File: config.mk
export PLATFORM = sky130hd
export DESIGN_NAME = hub_string_and_charger_regs
export DESIGN_NICKNAME = d
export VERILOG_FILES = /design/src/core/hub_regs_pkg.sv /design/src/core/hub_string_and_charger_regs.sv
export VERILOG_INCLUDE_DIRS = /design/src /design/src/core
export SDC_FILE = /design/constraint.sdc
export NUM_CORES = 2
export LEC_CHECK = 0
export BUFFER_PORTS_ARGS = -buffer_cell sky130_fd_sc_hd__clkbuf_2
export CAP_MARGIN = 20
export CORE_ASPECT_RATIO = 0.75
export CORE_MARGIN = 2
export CORE_UTILIZATION = 35
export DETAILED_ROUTE_END_ITERATION = 8
export GPL_TIMING_DRIVEN = 0
export PLACE_DENSITY = 0.54
export SETUP_SLACK_MARGIN = 0.3
export SYNTH_ARGS = -nofsm -noshare
export SYNTH_HDL_FRONTEND = slang
export SYNTH_SLANG_ARGS = --single-unit
File: constraint.sdc
create_clock -name clk -period 11.3 [get_ports clk]
set_input_delay 2.26 -clock clk [delete_from_list [all_inputs] [get_ports clk]]
set_output_delay 2.26 -clock clk [all_outputs]
set_load 0.01 [all_outputs]
File: src/core/hub_regs_consts.svh
/*
 Offsets, field positions, reset values and code points of the hub string and
 charger register group. Assumes inclusion by bare name from core/.
*/
`ifndef HUB_REGS_CONSTS_SVH
`define HUB_REGS_CONSTS_SVH

// ---------------------------------------------------------------
// register offsets
// ---------------------------------------------------------------
`define PRODUCT_TEXT_LO 8'h54
`define PRODUCT_TEXT_HI 8'h91
`define SERIAL_TEXT_LO 8'h92
`define SERIAL_TEXT_HI 8'hCF
`define CHARGE_ENABLE_OFF 8'hD0
`define CHARGER_DETECT_OFF 8'hE2
`define TEXT_BYTES 62

// ---------------------------------------------------------------
// field positions
// ---------------------------------------------------------------
`define CHG_EN_HI 3
`define CHG_EN_LO 1
`define CLASS_HI 7
`define CLASS_LO 5
`define DONE_BIT 4
`define FOUND_LOW_BIT 1
`define GO_BIT 0

// ---------------------------------------------------------------
// reset values and result codes
// ---------------------------------------------------------------
`define TEXT_RESET 8'h00
`define CHARGE_ENABLE_RESET 3'h0
`define FOUND_LOW_RESET 1'b1
`define CODE_INCOMPLETE 3'h0
`define CODE_DCP 3'h1
`define CODE_CDP 3'h2
`define CODE_SDP 3'h3
`define CODE_DISABLED 3'h7
`define UNMAPPED_READ 8'h00

`endif

File: src/core/hub_regs_pkg.sv
/*
 Types of the hub string and charger register group: bus request, detector
 report, detection state and the module state record.
 Assumes hub_regs_consts.svh is on the include path.
*/
package hub_regs_pkg;
`include "hub_regs_consts.svh"

   // ---------------------------------------------------------------
   // carriers
   // ---------------------------------------------------------------
   typedef struct packed {
      logic wr;
      logic rd;
      logic [7:0] addr;
      logic [7:0] wdata;
   } reg_req_t;

   typedef enum logic [2:0] {
      CLS_NONE = 3'h0,
      CLS_DCP = 3'h1,
      CLS_CDP = 3'h2,
      CLS_SDP = 3'h3,
      CLS_OFF = 3'h4
   } port_class_t;

   typedef struct packed {
      logic done;
      port_class_t cls;
   } detect_report_t;

   // gray along idle -> run -> idle
   typedef enum logic [1:0] {
      DET_IDLE = 2'b00,
      DET_RUN = 2'b01
   } detect_state_t;

   typedef struct packed {
      logic [`TEXT_BYTES-1:0][7:0] productText;
      logic [`TEXT_BYTES-1:0][7:0] serialText;
      logic [`CHG_EN_HI:`CHG_EN_LO] chargeEn;
      detect_state_t det;
      logic [2:0] detectedClass;
      logic doneFlag;
      logic foundLow;
      logic detectGo;
      logic [7:0] rdata;
      logic rvalid;
   } regs_t;
endpackage

File: src/core/hub_string_and_charger_regs.sv
/*
 Product and serial text areas, downstream charge enables and upstream charger
 detection control/result register of a hub, behind the serial configuration
 port's byte register access. Assumes one clock, inputs synchronous to it, and
 an external detection engine that pulses its report when a run ends.
*/
// Behaviour
// - Offsets 0x54-0x91 hold 62 writable product text bytes, reset to zero.
// - Offsets 0x92-0xCF hold 62 writable serial text bytes, reset to zero.
// - Bits 3:1 at 0xD0 enable charging on downstream ports 3..1; bits 0 and 7:4 reserved.
// - An enable bit at zero disables that port's charging support, at one enables it.
// - With the extended option set, bits 7:5 report 000, 001 DCP, 010 CDP, 011 SDP, 111 off.
// - With the option clear, DCP and CDP both report 001 and 010 is never used.
// - The active-low flag in bit 1 reads zero after a run found an unmasked charger, else one.
// - Writing one to the active-low flag forces it high; writing zero does nothing.
// - Writing one to bit 0 starts a manual run, reads one while it runs, clears when it ends.
`timescale 1ns/1ps
`include "hub_regs_consts.svh"

module hub_string_and_charger_regs
   import hub_regs_pkg::*;
(
   input wire logic clk, // core clock, 100 MHz
   input wire logic rst, // synchronous, active high
   input wire reg_req_t regReq, // byte register access from serial port
   output logic [7:0] regRdata, // read data, one cycle after rd
   output logic regRvalid, // read data valid pulse
   input wire detect_report_t detectReport, // end of a detection run
   input wire logic extendedDetectOption, // enhanced result coding
   input wire logic [2:0] detectTypeFilter, // masks DCP, CDP, SDP (bits 0..2)
   output logic detectGo, // one-cycle manual start pulse
   output logic [`CHG_EN_HI:`CHG_EN_LO] portChargeEnable // per-port charge enable
);

   // ---------------------------------------------------------------
   // decode helpers
   // ---------------------------------------------------------------
   function automatic logic inArea(input logic [7:0] a, input logic [7:0] lo,
                                   input logic [7:0] hi);
      inArea = (a >= lo) && (a <= hi);
   endfunction

   function automatic logic [5:0] idxOf(input logic [7:0] a, input logic [7:0] lo);
      logic [7:0] d;
      d = a - lo;
      idxOf = d[5:0];
   endfunction

   // result coding; reserved codes cannot come out of here
   function automatic logic [2:0] codeOf(input port_class_t c, input logic ext);
      case (c)
         CLS_DCP: codeOf = `CODE_DCP;
         CLS_CDP: codeOf = ext ? `CODE_CDP : `CODE_DCP;
         CLS_SDP: codeOf = `CODE_SDP;
         CLS_OFF: codeOf = `CODE_DISABLED;
         default: codeOf = `CODE_INCOMPLETE;
      endcase
   endfunction

   function automatic logic unmasked(input port_class_t c, input logic [2:0] m);
      case (c)
         CLS_DCP: unmasked = !m[0];
         CLS_CDP: unmasked = !m[1];
         CLS_SDP: unmasked = !m[2];
         default: unmasked = 1'b0;
      endcase
   endfunction

   regs_t state_r;
   regs_t state_nxt;
   logic prodHit;
   logic serHit;
   logic enHit;
   logic detHit;
   logic startReq;

   // ---------------------------------------------------------------
   // address decode
   // ---------------------------------------------------------------
   assign prodHit = inArea(regReq.addr, `PRODUCT_TEXT_LO, `PRODUCT_TEXT_HI);
   assign serHit = inArea(regReq.addr, `SERIAL_TEXT_LO, `SERIAL_TEXT_HI);
   assign enHit = regReq.addr == `CHARGE_ENABLE_OFF;
   assign detHit = regReq.addr == `CHARGER_DETECT_OFF;
   // a start while a run is already going is ignored, it would restart the engine
   assign startReq = regReq.wr && detHit && regReq.wdata[`GO_BIT] && state_r.det == DET_IDLE;

   // ---------------------------------------------------------------
   // next state
   // ---------------------------------------------------------------
   always_comb begin
      state_nxt = state_r;
      state_nxt.detectGo = 1'b0;
      state_nxt.rvalid = regReq.rd;
      if (regReq.wr && prodHit) begin
         state_nxt.productText[idxOf(regReq.addr, `PRODUCT_TEXT_LO)] = regReq.wdata;
      end
      if (regReq.wr && serHit) begin
         state_nxt.serialText[idxOf(regReq.addr, `SERIAL_TEXT_LO)] = regReq.wdata;
      end
      if (regReq.wr && enHit) begin
         state_nxt.chargeEn = regReq.wdata[`CHG_EN_HI:`CHG_EN_LO];
      end
      // writing one pushes the flag high, zero is ignored
      if (regReq.wr && detHit && regReq.wdata[`FOUND_LOW_BIT]) begin
         state_nxt.foundLow = 1'b1;
      end
      if (startReq) begin
         state_nxt.doneFlag = 1'b0;
         state_nxt.detectGo = 1'b1;
      end
      case (state_r.det)
         DET_IDLE: begin
            if (startReq) begin
               state_nxt.det = DET_RUN;
            end
         end
         DET_RUN: begin
            if (detectReport.done) begin
               state_nxt.det = DET_IDLE;
            end
         end
         default: state_nxt.det = DET_IDLE;
      endcase
      // a report beats a same-cycle clear from software
      if (detectReport.done) begin
         state_nxt.doneFlag = 1'b1;
         state_nxt.detectedClass = codeOf(detectReport.cls, extendedDetectOption);
         state_nxt.foundLow = !unmasked(detectReport.cls, detectTypeFilter);
      end
      // read data; reserved and unmapped bits come back as zero
      state_nxt.rdata = `UNMAPPED_READ;
      if (regReq.rd) begin
         if (prodHit) begin
            state_nxt.rdata = state_r.productText[idxOf(regReq.addr, `PRODUCT_TEXT_LO)];
         end else if (serHit) begin
            state_nxt.rdata = state_r.serialText[idxOf(regReq.addr, `SERIAL_TEXT_LO)];
         end else if (enHit) begin
            state_nxt.rdata[`CHG_EN_HI:`CHG_EN_LO] = state_r.chargeEn;
         end else if (detHit) begin
            state_nxt.rdata[`CLASS_HI:`CLASS_LO] = state_r.detectedClass;
            state_nxt.rdata[`DONE_BIT] = state_r.doneFlag;
            state_nxt.rdata[`FOUND_LOW_BIT] = state_r.foundLow;
            state_nxt.rdata[`GO_BIT] = state_r.det == DET_RUN;
         end
      end
   end

   // ---------------------------------------------------------------
   // state register
   // ---------------------------------------------------------------
   always_ff @(posedge clk) begin
      if (rst) begin
         state_r <= '0;
         state_r.chargeEn <= `CHARGE_ENABLE_RESET;
         state_r.det <= DET_IDLE;
         state_r.detectedClass <= `CODE_INCOMPLETE;
         state_r.foundLow <= `FOUND_LOW_RESET;
      end else begin
         state_r <= state_nxt;
      end
   end

   // outputs straight from flops
   assign regRdata = state_r.rdata;
   assign regRvalid = state_r.rvalid;
   assign detectGo = state_r.detectGo;
   assign portChargeEnable = state_r.chargeEn;
endmodule

==> summary.md <==
| Metric | Value |
|---|---|
| Die H | 317 um |
| Commonest cells in the synthesized netlist | dfxtp_1 (1011), nand2_1 (779), a21oi_1 (650) |
| Setup TNS | 0 ns |
| Site Rows | 114 |
| H-tree levels | 3 |
| Post-layout min period | 8.64 ns |
| Avg WL per Cell | 30.3 um |
| Combinational Power Share | 9.0% |
| Worst setup SP type | primary input |
| Critical path launch point | regReq[9] |
| FF+latch count, synth | 1011 |
| Sw Share | 27.1% |
| Detailed placer's ending HPWL | 149000 um |
| Vias in the first global route | 38239 |
| GP Congestion | 1.03 |
| Number of antenna violations at the first check in global routing | 19 |
| P_sw | 2.14 mW |
| Post-CTS setup buffers | 0 |
| Overall power | 7.87 mW |
| Fin nets | 5184 |
| CTS resizes | 0 |
| Max Fclk | 116 MHz |
| Root Buffer | clkbuf_16 |
| Leakage | 18.7 nW |
| Worst hold margin | 0.451 ns |
| Cts hold-fix bufs | 0 |
| Worst Path Max Fanout | 12 |
| Synthesized net count | 5023 |
| Most common cell in the netlist | dfxtp_1 |
| Share of the synthesized area in the top cell type | 44.2% |
| Layout cells sized above 1 | 12.1% |
| Final core utilization | 40.1% |
| FF-to-FF Start | state_r[93]$_SDFFE_PP0P_ |
| Io pins | 41 |
| Via/cell ratio | 6.03 |
| RSZ-0062 raised after global routing | false |
| Top cells by area, synth | dfxtp_1 (44%), mux4_2 (11%), mux2i_1 (9.9%) |
| Final Max Tran Viols | 0 |
| Fillers | 12998 |
| Endpoints failing hold | 0 |
| Seq pwr share | 45.4% |
| Fin crit share | 76.5% |
| Max VDD drop | 0.126 mV |
| Clock transition at the registers of the reported paths | 0.06 ns |
| Worst skew pair latency | 0.76 ns |
| Die area | 0.134 sq mm |
| Post-Syn Area per Cell | 9.18 sq um |
| Status | complete, no violations |
| CTS Buffer Depth | 3 |
| Pwr/cell area | 152 mW/mm^2 |
| Register area share after synthesis | 44.2% |
| HP Class | reg -> reg |
| Core ar. | 0.129 sq mm |
| Critical path arrival | 9.19 ns |
| Ys async rst share | 0% |
| Max-cap violations | 0 |
| Max-Slew Margin vs Limit | 9.66% |
| CTS Buf Count | 106 |
| Synthesis Warnings | 0 |
| Synth Cell Area | 0.0458 sq mm |
| Number of flops mapped to enable cells by yosys | 0 |
| Router iterations before antenna repair | 6 |
| Crit path kind | in -> reg |
| Area leader, netlist | dfxtp_1 |
| Worst Path Required | 11.85 ns |
| Clock skew | 0.0422 ns |
| Pin count of the biggest net entering global routing | 15 |
| Setup Viol. Count Final | 0 |
| Port bufs | 28 |
| Area growth syn-to-layout | 13.3% |
| Cell-internal power | 5.73 mW |
| Initial Util | 35.4% |
| Reg2reg setup slack | 8.42 ns |
| DRC | 0 |
| Initial DRC count | 6083 |
| Final WL | 211000 um |
| Hold path startpoint | state_r[209]$_SDFFE_PP0P_ |
| Crit path capture type | register |
| Post-DRT Antenna Nets | 0 |
| R2R cell count | 6 |
| Hold Path Cell Cnt | 2 |
| Die extent in x | 422 um |
| Clock share of power | 45.6% |
| CTS tree | yes |
| CTS sink cnt | 1011 |
| Post-synthesis cell count | 4987 |
| Synth unique cells | 75 |
| Via count | 42058 |
| First-pass GRT wire length | 294000 um |
| Slew @ Worst Pin | 1.36 ns |
| Tot GR Track Use | 30.8% |
| Synth Flop Type | dfxtp_1 |
| Overflow after GRT | 0 |
sequential cells by signal, summed over array words and instances, names as in the netlist:
signal            cells
regRvalid             1
portChargeEnable      3
state_r             998
regRdata              8
detectGo              1
power by group through the flow:
stage	registers (mW)	clock network, mW	logic, mW
final	3.58	3.59	0.706
after global routing	3.57	3.74	0.709
after CTS	3.58	3.60	0.671
after detailed placement	3.65	0	0.669
after global placement	3.65	0	0.662
after floorplan	3.65	0	0.346
kinds of logic after synthesis:
| group | count (synthesis) | synth area share (%) |
|---|---|---|
| AOI/OAI and AO/OA | 927 | 11.4 |
| muxes | 703 | 21.8 |
| adders and majority gates | 8 | 0.219 |
| DFF | 1011 | 44.2 |
| buffers and inverters | 509 | 4.79 |
| xor gates and xnor gates | 4 | 0.0765 |
| and+or+nand+nor | 1825 | 17.6 |
path summary, 6_finish.rpt:
| kind | end |
|---|---|
| max reg2reg | regRdata[1]$_SDFF_PP0_ |
| max | regRdata[5]$_SDFF_PP0_ |
| min | state_r[209]$_SDFFE_PP0P_ |
| min reg2reg | state_r[209]$_SDFFE_PP0P_ |
final cells by class:
cell class / count / area [sq um] / share of cell area, %
multi-input cells: 3467 / 23400 / 45.0
flip-flops and latches: 1011 / 20200 / 39.0
clock buffers: 170 / 3170 / 6.10
well taps: 1740 / 2180 / 4.20
plain buffers: 496 / 2150 / 4.14
repair buffers: 53 / 445 / 0.858
clock inverters: 21 / 277 / 0.533
inverters: 13 / 48.8 / 0.0940
diodes: 7 / 17.5 / 0.0338
metrics by stage:
step	std cells	setup WS, ns	area, sq um
after global routing	6975	2.77	51900
after global placement	6755	1.73	48100
after floorplan	4987	5.90	45800
final	6978	2.66	51900
after CTS	6967	2.84	51800
after detailed placement	6776	2.05	48400
worst max-delay path, stage by stage:
cell       delay (ns)
clkbuf_2         0.21
buf_6            0.24
buf_6            0.26
buf_4            0.45
buf_4            0.53
inv_1            0.21
buf_2            0.37
ha_1             0.56
buf_2            0.52
clkbuf_1         0.79
clkbuf_1         0.81
a22oi_1          0.30
o22ai_1          0.43
nor3_1           0.22
a2111oi_0        0.92
cell usage in the layout, fill, tap and decap left out, types with 22 or more instances in the layout:
cell type | netlist | routed
buf_4 | 34 | 37
nand3_1 | 517 | 517
clkbuf_8 | 0 | 23
mux2i_1 | 451 | 451
o21ai_0 | 143 | 143
dfxtp_1 | 1011 | 1011
a21oi_1 | 650 | 650
buf_2 | 56 | 58
clkbuf_2 | 0 | 33
buf_1 | 23 | 22
clkbuf_1 | 372 | 406
nor2_1 | 407 | 407
mux4_2 | 233 | 233
nand3_2 | 24 | 24
clkbuf_16 | 0 | 108
nand2_1 | 779 | 779
routing by layer:
layer  vias up  track usage [%]  share of wire, %
met5         -                0             0.020
met4         6             10.6               4.0
met3       432             10.8                14
met2      2659             41.3                38
met1     21016             45.1                44
li1      17945                -                 -
Power figures use the tool's default switching activity.
